File: config.mk
export PLATFORM = sky130hd
export DESIGN_NAME = mmc_memory_map_regs
export DESIGN_NICKNAME = d
export VERILOG_FILES = /design/src/core/mmc_pkg.sv /design/src/core/mmc_cfg_bit.sv /design/src/core/mmc_strobe_gen.sv /design/src/core/mmc_memory_map_regs.sv
export VERILOG_INCLUDE_DIRS = /design/src /design/src/core
export SDC_FILE = /design/constraint.sdc
export NUM_CORES = 1
export LEC_CHECK = 0
export ABC_AREA = 0
export BUFFER_PORTS_ARGS = -buffer_cell sky130_fd_sc_hd__buf_2
export CAP_MARGIN = 15
export CORE_ASPECT_RATIO = 2
export CORE_MARGIN = 4
export CORE_UTILIZATION = 34
export CTS_CLUSTER_SIZE = 20
export DETAILED_ROUTE_END_ITERATION = 10
export GPL_TIMING_DRIVEN = 0
export PLACE_DENSITY = 0.75
export SLEW_MARGIN = 10
export SYNTH_ARGS = -nofsm -noshare
export SYNTH_HDL_FRONTEND = slang
export SYNTH_SLANG_ARGS = --single-unit
File: constraint.sdc
create_clock -name CLOCK_I -period 1.59 [get_ports CLOCK_I]
set_clock_uncertainty 0.2 [all_clocks]
set_input_delay 0.2385 -clock CLOCK_I [delete_from_list [all_inputs] [get_ports CLOCK_I]]
set_output_delay 0.2385 -clock CLOCK_I [all_outputs]
set_load 0.01 [all_outputs]
File: src/core/mmc_defines.svh
// Register offsets, bit positions, reset values and address limits for the memory map configuration block
`ifndef MMC_DEFINES_SVH
`define MMC_DEFINES_SVH

`define MMC_ADDR_W           8
`define MMC_OFS_AUX_MEM      8'h8E
`define MMC_OFS_AUX_BOOT     8'hA2
`define MMC_OFS_CODE_MAP     8'hD1

`define MMC_BIT_PULLUP_DIS   7
`define MMC_BIT_RAM_SIZE     2
`define MMC_BIT_EXT_DATA     1
`define MMC_BIT_LATCH_GATE   0
`define MMC_BIT_BOOT_EN      5
`define MMC_BIT_USER_FLAG    3
`define MMC_BIT_ZERO         2
`define MMC_BIT_PTR_SEL      0
`define MMC_BIT_CODE_MAP     3

`define MMC_RST_BOOT_EN      1'b1
`define MMC_RAM_END_SMALL    16'h00FF
`define MMC_RAM_END_LARGE    16'h01FF
`define MMC_CODE_TOP_LOW     16'h7FFF

`define MMC_STROBE_DIV_X1    3'h6
`define MMC_STROBE_DIV_X2    3'h3

`endif

File: src/core/mmc_pkg.sv
// Types shared by the memory map configuration block
package mmc_pkg;

  typedef enum logic [1:0] {
    MMC_DST_INT_RAM  = 2'b00,
    MMC_DST_EXT_DATA = 2'b01,
    MMC_DST_CODE_RAM = 2'b10
  } mmc_data_dst_t;

  typedef enum logic [1:0] {
    MMC_FETCH_LOW_CODE = 2'b00,
    MMC_FETCH_BOOT_ROM = 2'b01,
    MMC_FETCH_EXT_CODE = 2'b10
  } mmc_fetch_dst_t;

endpackage

File: src/core/mmc_cfg_bit.sv
// One software-writable configuration bit with its own reset value
`timescale 1ns/1ps
`default_nettype none

module mmc_cfg_bit #(
  parameter logic RST_VAL = 1'b0
) (
  input  wire logic clk_i,
  input  wire logic rst_b_i,
  input  wire logic ce_i,
  input  wire logic load_i,
  input  wire logic din_i,
  output var  logic q_o
);

  always_ff @(posedge clk_i or negedge rst_b_i) begin
    if (!rst_b_i) begin
      q_o <= RST_VAL;
    end else if (ce_i && load_i) begin
      q_o <= din_i;
    end
  end

endmodule // mmc_cfg_bit

`default_nettype wire

File: src/core/mmc_strobe_gen.sv
// Address latch strobe generator: free-running divider or per-instruction pulse
`timescale 1ns/1ps
`default_nettype none

`include "mmc_defines.svh"

module mmc_strobe_gen (
  input  wire logic clk_i,
  input  wire logic rst_b_i,
  input  wire logic ce_i,
  input  wire logic gate_i,
  input  wire logic double_speed_i,
  input  wire logic ext_access_i,
  output var  logic strobe_o
);

  logic [2:0] cnt_r;
  logic [2:0] div;

  assign div = double_speed_i ? `MMC_STROBE_DIV_X2 : `MMC_STROBE_DIV_X1;

  // One pulse per divider period; counter restarts whenever the strobe is gated
  always_ff @(posedge clk_i or negedge rst_b_i) begin
    if (!rst_b_i) begin
      cnt_r <= 3'h0;
    end else if (ce_i) begin
      if (gate_i || cnt_r >= div - 3'h1) begin
        cnt_r <= 3'h0;
      end else begin
        cnt_r <= cnt_r + 3'h1;
      end
    end
  end

  always_ff @(posedge clk_i or negedge rst_b_i) begin
    if (!rst_b_i) begin
      strobe_o <= 1'b0;
    end else if (ce_i) begin
      if (gate_i) begin
        strobe_o <= ext_access_i;
      end else begin
        strobe_o <= (cnt_r == 3'h0);
      end
    end
  end

endmodule // mmc_strobe_gen

`default_nettype wire

File: src/core/mmc_memory_map_regs.sv
// Memory map configuration registers of the core and the routing they steer
//
// Summary of operation
// - Aux control bit 7 set disables port weak pull-ups.
// - Aux control bit 2 picks extended RAM size, 256 or 512 bytes.
// - Aux control bit 1 routes data moves to internal RAM or external memory.
// - External select bit loads from security byte after power-up.
// - Bit 0 clear: latch strobe runs at 1/6 clock, 1/3 double speed.
// - Bit 0 set: latch strobe pulses only during data moves or table reads.
// - Aux control reset clears bits 7, 2, 1 and 0.
// - Boot enable set maps boot ROM at 8000h-FFFFh for fetches.
// - Boot enable clear sends fetches past 7FFFh to external code.
// - Reset forces boot enable to one.
// - Second aux bit 3 is a plain software flag.
// - Second aux bit 0 selects the active data pointer, reset zero.
// - Second aux bit 2 always reads zero so increment toggles pointer select.
// - Code-RAM variant resets boot enable to one and pointer select zero.
// - Small variant has no boot enable; reset clears pointer select and user flag.
// - Code map bit set sends data move writes into code RAM.
// - Code map bit clear keeps data moves off code RAM.
// - Code map bit overrides the external select bit.
// - Code map register reset clears its mapping bit.
// - With code map bit clear, wide-pointer data above internal RAM size rolls over to external memory.
//
// Added by the designer: the plain strobed port.
`timescale 1ns/1ps
`default_nettype none

`include "mmc_defines.svh"

module mmc_memory_map_regs #(
  parameter bit HAS_BOOT_ROM = 1'b1
) (
  input  wire logic        CLOCK_I,
  input  wire logic        RST_B_I,
  input  wire logic        CE_I,
  // Register port
  input  wire logic [7:0]  ADDR_I,
  input  wire logic [7:0]  WDATA_I,
  input  wire logic        WR_I,
  input  wire logic        RD_I,
  output logic      [7:0]  RDATA_O,
  // Straps and core status
  input  wire logic        SEC_EXT_DATA_I,
  input  wire logic        DOUBLE_SPEED_I,
  // Data move and fetch requests from the core
  input  wire logic        DATA_MOVE_I,
  input  wire logic        TABLE_READ_I,
  input  wire logic        WIDE_PTR_I,
  input  wire logic [15:0] DATA_ADDR_I,
  input  wire logic [15:0] FETCH_ADDR_I,
  // Steering outputs
  output logic             PULLUP_DISABLE_O,
  output logic             POINTER_SELECT_O,
  output logic             USER_FLAG_O,
  output logic [1:0]       DATA_DST_O,
  output logic [1:0]       FETCH_DST_O,
  output logic             LATCH_STROBE_O
);

  // ****************************************************************
  // Reset synchroniser
  // ****************************************************************
  logic rst_meta_r;
  logic rst_sync_r;

  always_ff @(posedge CLOCK_I or negedge RST_B_I) begin
    if (!RST_B_I) begin
      rst_meta_r <= 1'b0;
      rst_sync_r <= 1'b0;
    end else begin
      rst_meta_r <= 1'b1;
      rst_sync_r <= rst_meta_r;
    end
  end

  // ****************************************************************
  // Register decode
  // ****************************************************************
  logic wr_mem;
  logic wr_boot;
  logic wr_map;

  assign wr_mem  = WR_I && (ADDR_I == `MMC_OFS_AUX_MEM);
  assign wr_boot = WR_I && (ADDR_I == `MMC_OFS_AUX_BOOT);
  assign wr_map  = WR_I && (ADDR_I == `MMC_OFS_CODE_MAP);

  // ****************************************************************
  // Storage bits
  // ****************************************************************
  logic pullup_disable;
  logic ext_ram_size_sel;
  logic external_data_sel_r;
  logic latch_strobe_gate;
  logic boot_rom_enable;
  logic user_flag;
  logic pointer_select;
  logic code_ram_map_sel;

  mmc_cfg_bit #(.RST_VAL(1'b0)) u_pullup (
    .clk_i   (CLOCK_I),
    .rst_b_i (rst_sync_r),
    .ce_i    (CE_I),
    .load_i  (wr_mem),
    .din_i   (WDATA_I[`MMC_BIT_PULLUP_DIS]),
    .q_o     (pullup_disable)
  );

  mmc_cfg_bit #(.RST_VAL(1'b0)) u_ramsize (
    .clk_i   (CLOCK_I),
    .rst_b_i (rst_sync_r),
    .ce_i    (CE_I),
    .load_i  (wr_mem),
    .din_i   (WDATA_I[`MMC_BIT_RAM_SIZE]),
    .q_o     (ext_ram_size_sel)
  );

  mmc_cfg_bit #(.RST_VAL(1'b0)) u_gate (
    .clk_i   (CLOCK_I),
    .rst_b_i (rst_sync_r),
    .ce_i    (CE_I),
    .load_i  (wr_mem),
    .din_i   (WDATA_I[`MMC_BIT_LATCH_GATE]),
    .q_o     (latch_strobe_gate)
  );

  mmc_cfg_bit #(.RST_VAL(1'b0)) u_flag (
    .clk_i   (CLOCK_I),
    .rst_b_i (rst_sync_r),
    .ce_i    (CE_I),
    .load_i  (wr_boot),
    .din_i   (WDATA_I[`MMC_BIT_USER_FLAG]),
    .q_o     (user_flag)
  );

  mmc_cfg_bit #(.RST_VAL(1'b0)) u_ptrsel (
    .clk_i   (CLOCK_I),
    .rst_b_i (rst_sync_r),
    .ce_i    (CE_I),
    .load_i  (wr_boot),
    .din_i   (WDATA_I[`MMC_BIT_PTR_SEL]),
    .q_o     (pointer_select)
  );

  mmc_cfg_bit #(.RST_VAL(1'b0)) u_map (
    .clk_i   (CLOCK_I),
    .rst_b_i (rst_sync_r),
    .ce_i    (CE_I),
    .load_i  (wr_map),
    .din_i   (WDATA_I[`MMC_BIT_CODE_MAP]),
    .q_o     (code_ram_map_sel)
  );

  generate
    if (HAS_BOOT_ROM) begin : g_boot
      mmc_cfg_bit #(.RST_VAL(`MMC_RST_BOOT_EN)) u_boot (
        .clk_i   (CLOCK_I),
        .rst_b_i (rst_sync_r),
        .ce_i    (CE_I),
        .load_i  (wr_boot),
        .din_i   (WDATA_I[`MMC_BIT_BOOT_EN]),
        .q_o     (boot_rom_enable)
      );
    end else begin : g_noboot
      assign boot_rom_enable = 1'b0;
    end
  endgenerate

  // Security byte is sampled once after reset release, not through the async reset path
  logic sec_loaded_r;

  always_ff @(posedge CLOCK_I or negedge rst_sync_r) begin
    if (!rst_sync_r) begin
      sec_loaded_r        <= 1'b0;
      external_data_sel_r <= 1'b0;
    end else if (CE_I) begin
      if (!sec_loaded_r) begin
        sec_loaded_r        <= 1'b1;
        external_data_sel_r <= SEC_EXT_DATA_I;
      end else if (wr_mem) begin
        external_data_sel_r <= WDATA_I[`MMC_BIT_EXT_DATA];
      end
    end
  end

  // Write and reset checks on the storage bits
  AST_PULLUP_WRITE: assert property (@(posedge CLOCK_I) disable iff (!rst_sync_r)
    (CE_I && wr_mem) |=> (PULLUP_DISABLE_O == $past(WDATA_I[`MMC_BIT_PULLUP_DIS])))
    else $error("pull-up disable bit did not take the written value");

  AST_RAM_SIZE_WRITE: assert property (@(posedge CLOCK_I) disable iff (!rst_sync_r)
    (CE_I && wr_mem) |=> (ext_ram_size_sel == $past(WDATA_I[`MMC_BIT_RAM_SIZE])))
    else $error("RAM size bit did not take the written value");

  // The first enabled edge after reset belongs to the security load, so a write there is not checked
  AST_EXT_SEL_WRITE: assert property (@(posedge CLOCK_I) disable iff (!rst_sync_r)
    (CE_I && wr_mem && sec_loaded_r) |=> (external_data_sel_r == $past(WDATA_I[`MMC_BIT_EXT_DATA])))
    else $error("external select bit did not take the written value");

  // The security strap is taken at the first enabled edge after every reset
  AST_SEC_LOAD: assert property (@(posedge CLOCK_I) disable iff (!rst_sync_r)
    (rst_sync_r && CE_I && !sec_loaded_r) |=> (external_data_sel_r == $past(SEC_EXT_DATA_I)))
    else $error("external select bit did not load the security strap");

  // Sampled at the first edge after the internal reset lets go, before any write can land
  AST_AUX_RESET: assert property (@(posedge CLOCK_I)
    $rose(rst_sync_r) |-> (!pullup_disable && !ext_ram_size_sel && !external_data_sel_r && !latch_strobe_gate))
    else $error("aux control bits not clear after reset");

  AST_BOOT_RESET: assert property (@(posedge CLOCK_I)
    $rose(rst_sync_r) |-> ((boot_rom_enable == HAS_BOOT_ROM) && !pointer_select && !code_ram_map_sel))
    else $error("boot enable, pointer select or code map bit wrong after reset");

  // ****************************************************************
  // Read port
  // ****************************************************************
  // Reserved positions read as zero; software must not rely on them
  logic [7:0] rd_nxt;

  always_comb begin
    rd_nxt = 8'h00;
    case (ADDR_I)
      `MMC_OFS_AUX_MEM: begin
        rd_nxt[`MMC_BIT_PULLUP_DIS] = pullup_disable;
        rd_nxt[`MMC_BIT_RAM_SIZE]   = ext_ram_size_sel;
        rd_nxt[`MMC_BIT_EXT_DATA]   = external_data_sel_r;
        rd_nxt[`MMC_BIT_LATCH_GATE] = latch_strobe_gate;
      end
      `MMC_OFS_AUX_BOOT: begin
        rd_nxt[`MMC_BIT_BOOT_EN]    = boot_rom_enable;
        rd_nxt[`MMC_BIT_USER_FLAG]  = user_flag;
        rd_nxt[`MMC_BIT_ZERO]       = 1'b0;
        rd_nxt[`MMC_BIT_PTR_SEL]    = pointer_select;
      end
      `MMC_OFS_CODE_MAP: begin
        rd_nxt[`MMC_BIT_CODE_MAP]   = code_ram_map_sel;
      end
      default: begin
        rd_nxt = 8'h00;
      end
    endcase
  end

  always_ff @(posedge CLOCK_I or negedge rst_sync_r) begin
    if (!rst_sync_r) begin
      RDATA_O <= 8'h00;
    end else if (CE_I) begin
      RDATA_O <= RD_I ? rd_nxt : 8'h00;
    end
  end

  // Bit 2 reads clear so an increment carry stops below it and never reaches the user flag
  AST_POINTER_READ: assert property (@(posedge CLOCK_I) disable iff (!rst_sync_r)
    (CE_I && RD_I && (ADDR_I == `MMC_OFS_AUX_BOOT)) |=>
      (!RDATA_O[`MMC_BIT_ZERO] && (RDATA_O[`MMC_BIT_PTR_SEL] == $past(pointer_select))))
    else $error("pointer register read shows bit 2 set or a stale pointer select");

  // ****************************************************************
  // Routing
  // ****************************************************************
  logic [15:0] ram_end;
  logic        above_ram;
  logic        data_dst_ext;

  assign ram_end   = ext_ram_size_sel ? `MMC_RAM_END_LARGE : `MMC_RAM_END_SMALL;
  // Narrow register-indirect moves only carry eight address bits, so they never roll over
  assign above_ram = WIDE_PTR_I && (DATA_ADDR_I > ram_end);
  assign data_dst_ext = external_data_sel_r || above_ram;

  always_comb begin
    if (code_ram_map_sel) begin
      DATA_DST_O = mmc_pkg::MMC_DST_CODE_RAM;
    end else if (data_dst_ext) begin
      DATA_DST_O = mmc_pkg::MMC_DST_EXT_DATA;
    end else begin
      DATA_DST_O = mmc_pkg::MMC_DST_INT_RAM;
    end
  end

  always_comb begin
    if (FETCH_ADDR_I <= `MMC_CODE_TOP_LOW) begin
      FETCH_DST_O = mmc_pkg::MMC_FETCH_LOW_CODE;
    end else if (boot_rom_enable) begin
      FETCH_DST_O = mmc_pkg::MMC_FETCH_BOOT_ROM;
    end else begin
      FETCH_DST_O = mmc_pkg::MMC_FETCH_EXT_CODE;
    end
  end

  AST_ROLL_OVER: assert property (@(posedge CLOCK_I) disable iff (!rst_sync_r)
    (!code_ram_map_sel && WIDE_PTR_I && (DATA_ADDR_I > `MMC_RAM_END_LARGE)) |->
      (DATA_DST_O == mmc_pkg::MMC_DST_EXT_DATA))
    else $error("wide move above the extended RAM did not go external");

  AST_FETCH_BOOT: assert property (@(posedge CLOCK_I) disable iff (!rst_sync_r)
    (boot_rom_enable && (FETCH_ADDR_I > `MMC_CODE_TOP_LOW)) |-> (FETCH_DST_O == mmc_pkg::MMC_FETCH_BOOT_ROM))
    else $error("upper fetch did not go to the boot ROM");

  AST_FETCH_EXT: assert property (@(posedge CLOCK_I) disable iff (!rst_sync_r)
    (!boot_rom_enable && (FETCH_ADDR_I > `MMC_CODE_TOP_LOW)) |-> (FETCH_DST_O == mmc_pkg::MMC_FETCH_EXT_CODE))
    else $error("upper fetch did not go to external code");

  // Cover points for the main routing scenarios
  COV_CODE_RAM_MOVE: cover property (@(posedge CLOCK_I) disable iff (!rst_sync_r)
    DATA_MOVE_I && (DATA_DST_O == mmc_pkg::MMC_DST_CODE_RAM));
  COV_BOOT_FETCH: cover property (@(posedge CLOCK_I) disable iff (!rst_sync_r)
    FETCH_DST_O == mmc_pkg::MMC_FETCH_BOOT_ROM);

  assign PULLUP_DISABLE_O = pullup_disable;
  assign POINTER_SELECT_O = pointer_select;
  assign USER_FLAG_O      = user_flag;

  // ****************************************************************
  // Address latch strobe
  // ****************************************************************
  mmc_strobe_gen u_strobe (
    .clk_i          (CLOCK_I),
    .rst_b_i        (rst_sync_r),
    .ce_i           (CE_I),
    .gate_i         (latch_strobe_gate),
    .double_speed_i (DOUBLE_SPEED_I),
    .ext_access_i   (DATA_MOVE_I || TABLE_READ_I),
    .strobe_o       (LATCH_STROBE_O)
  );

  // The edge right after the gate opens may follow a gated pulse, so the cycle before must be free-running too
  AST_STROBE_SINGLE: assert property (@(posedge CLOCK_I) disable iff (!rst_sync_r)
    (CE_I && !latch_strobe_gate && $past(CE_I) && !$past(latch_strobe_gate) && LATCH_STROBE_O) |=>
      !LATCH_STROBE_O)
    else $error("free-running latch strobe held high for more than one cycle");

  AST_STROBE_GATED: assert property (@(posedge CLOCK_I) disable iff (!rst_sync_r)
    (CE_I && latch_strobe_gate) |=> (LATCH_STROBE_O == ($past(DATA_MOVE_I) || $past(TABLE_READ_I))))
    else $error("gated latch strobe did not follow the move or table read");

  // Cover points for both strobe modes
  COV_STROBE_GATED: cover property (@(posedge CLOCK_I) disable iff (!rst_sync_r)
    latch_strobe_gate && LATCH_STROBE_O);
  COV_STROBE_DOUBLE: cover property (@(posedge CLOCK_I) disable iff (!rst_sync_r)
    DOUBLE_SPEED_I && LATCH_STROBE_O);

endmodule // mmc_memory_map_regs

`default_nettype wire

==> run summary <==
Most frequent cell after synthesis = dfrtp_1
Final worst slack = -457.1 ps
Yosys top cell area share = 44.25%
Clock transition at path regs = 80 ps
Tmin final = 2047 ps
Clock Power Share = 24.0%
Failing checks = negative setup slack
Initial cell density of the core = 35.42%
Biggest regs = RDATA_O (6), u_strobe.cnt_r (3)
Antenna Nets Post-Route = 0
Int Power = 0.001008 W
Register with the most flip-flops = RDATA_O
Sum Neg Setup Slack = -595.1 ps
CP max stage cell = dfrtp_1
Final period util = 128.7%
HP Class = input port to register
Critical path startpoint category = register
Synthesized instance count = 104
CTS Buf Count = 3
Max reg flops = 6
Number of synthesized flops with an enable pin = 0
Yosys top cell by area = dfrtp_1
Max Freq = 488.5 MHz
Status = finished, violations left
R2r startpoint = u_strobe.cnt_r[1]
Yosys cell types = 39
Post-synth top cells = dfrtp_1 (20), inv_1 (8), nand2_1 (7)
Largest net degree at the start of global routing = 20
Area of placed instances = 1449 um2
Max Cap Viol = 0
Clk buf depth = 2
Worst-margin pin slew = 745.9 ps
IO buf count = 54
Layout cell share with drive strength beyond 1 = 53.25%
Fraction of registers with async set/reset = 100.0%
Die extent in y = 89.57 um
CTS root buf = clkbuf_8
Syn_area_per_cell = 10.88 um2
Yosys warning count = 0
Wire per inst = 14.45 um
Core area = 3193 um2
WL final = 2890 um
Die area = 4370 um2
Yosys reg bits = 21
Post-synthesis sequential area ratio = 46.57%
Initial drt markers = 22
Initial antenna violation count = 0
Slew HR = 50.27%
GRT overflow = 0
Top cells by area, synth = dfrtp_1 (44%), ha_1 (6.6%), mux2_2 (6.0%)
Nets@finish = 234
Most used DFF post-synth = dfrtp_1
Worst vdd ir = 0.8161 mV
Psw = 0.0004325 W
Max-slew violations = 0
Vias in the first global route = 1070
Final-report hold violation count = 0
Global Route Usage Sum = 13.64%
Row count = 29
Antenna cells = 0
Slowest stage delay, CP = 370 ps
Design area = 1622 um2
Critical path endpoint category = output port
CTS tree = done
Power share of the combinational group = 31.4%
RSZ-0062 raised after global routing = yes
H-tree depth = 1
Crit path DAT = 1610 ps
Worst Setup SP = u_ramsize.q_o
First-pass GRT wire length = 4726 um
Routability Congestion = 0.7449
I/O Pins = 74
HPWL Detailed = 2194 um
P_leak = 0.8167 nW
Count of final setup violators = 5
Power share of the sequential group = 44.6%
Required @ worst endpoint = 1150 ps
Worst skew pair latency = 260 ps
Mapped Area = 1131 um2
DR vias/cell = 5.135
Net Sw Frac = 30.03%
Area grow syn2layout = 43.36%
Pwr/cell area = 888.1 nW/um2
Total power = 0.001440 W
FILL cells = 304
Clock sink count = 21
CP Max Fanout = 2
# DRC = 0
Vias = 1027
Worst hold start = WDATA_I[5]
First drt pass iteration count = 4
Die Wd = 48.79 um
Critical path class = register to output port
Cell Chain, Critical Path = inv_2 > ha_4 > nand3_2 > o31ai_2 > a31oi_1 > o21ba_2 > buf_6
-- layout make-up --
cell class	instances	area, um2	share of cell area [%]
buffer	4	26.28	1.620
clock buffer	3	41.29	2.546
clock inverter	1	5.005	0.3086
inverter	8	30.03	1.852
multi-input combinational	72	626.9	38.66
sequential	21	526.8	32.48
tap	31	38.79	2.392
timing repair buffer	60	326.6	20.14
-- critical path, delay by kind of cell, from the launching register on --
kind / cells / cell delay (ps)
compound gates: 3 / 490
simple gates: 1 / 60
fa+ha+maj: 1 / 260
flops: 1 / 370
buf+inv: 2 / 170
-- path summary, 6_finish.rpt --
kind | slack, ps | end | cells after the start
setup / recovery | -460 | DATA_DST_O[0] | 7
hold / removal | 9 | g_boot.u_boot.q_o | 2
setup reg to reg | -90 | u_strobe.strobe_o | 5
hold reg to reg | 110 | u_ramsize.q_o | 0
max in group asynchronous | 610 | u_ptrsel.q_o | 0
min in group asynchronous | 100 | rst_meta_r | 2
-- logic make-up after synthesis --
kind of cell / Yosys count / synth area share (%)
AO/OA/AOI/OAI: 20 / 13.61
adder cells (fa/ha/maj): 6 / 6.637
buffers and inverters: 12 / 4.978
flip-flops: 21 / 46.57
multiplexers: 7 / 6.858
other: 2 / 0.6640
AND/OR/NAND/NOR: 36 / 20.69
-- repair_timing --
action	CTS	global route
hold endpoints to repair	3	0
pin swaps	2	5
resized for setup	3	11
setup endpoints to repair	4	6
setup buffers	2	2
hold buffers	2	0
-- layout by cell type, fill, tap and decap left out, drive strengths merged, types with 2 or more instances in the layout --
| cell | count |
|---|---|
| a32o | 4 |
| nor3 | 3 |
| mux2 | 6 |
| nor2 | 6 |
| ha | 6 |
| nor2b | 2 |
| buf | 61 |
| a31oi | 2 |
| dfrtp | 20 |
| nand3 | 5 |
| inv | 8 |
| clkbuf | 4 |
| nand4 | 2 |
| nor4 | 3 |
| o21ai | 4 |
| conb | 3 |
| nand2 | 7 |
| dlygate4sd3 | 2 |
-- per-layer routing --
layer	wire length, um	global-route usage, %
met1	985	13.87
met2	1612	25.95
met3	227	2.810
met4	65	6.618
met5	0	0
-- stage by stage --
| step | std cells | utilization [%] | setup WS (ps) | hold slack, ps |
|---|---|---|---|---|
| after CTS | 198 | 48.51 | -489.8 | 6.134 |
| after floorplan | 105 | - | -22.73 | -257.1 |
| final | 200 | 50.78 | -457.1 | 8.561 |
| after global routing | 200 | 50.78 | -548.1 | 1.779 |
| after detailed placement | 190 | 45.38 | -203.5 | -174.2 |
| after global placement | 190 | 45.38 | -209.1 | -174.8 |
-- power by group through the flow --
stage	registers [W]	clock network (W)	logic [W]
finish	0.000642	0.000345	0.000453
global route	0.000649	0.000380	0.000524
CTS	0.000636	0.000354	0.000366
detailed placement	0.000644	0	0.000323
global placement	0.000643	0	0.000317
floorplan	0.000639	0	0.000205
(Power assumes the default switching activity.)
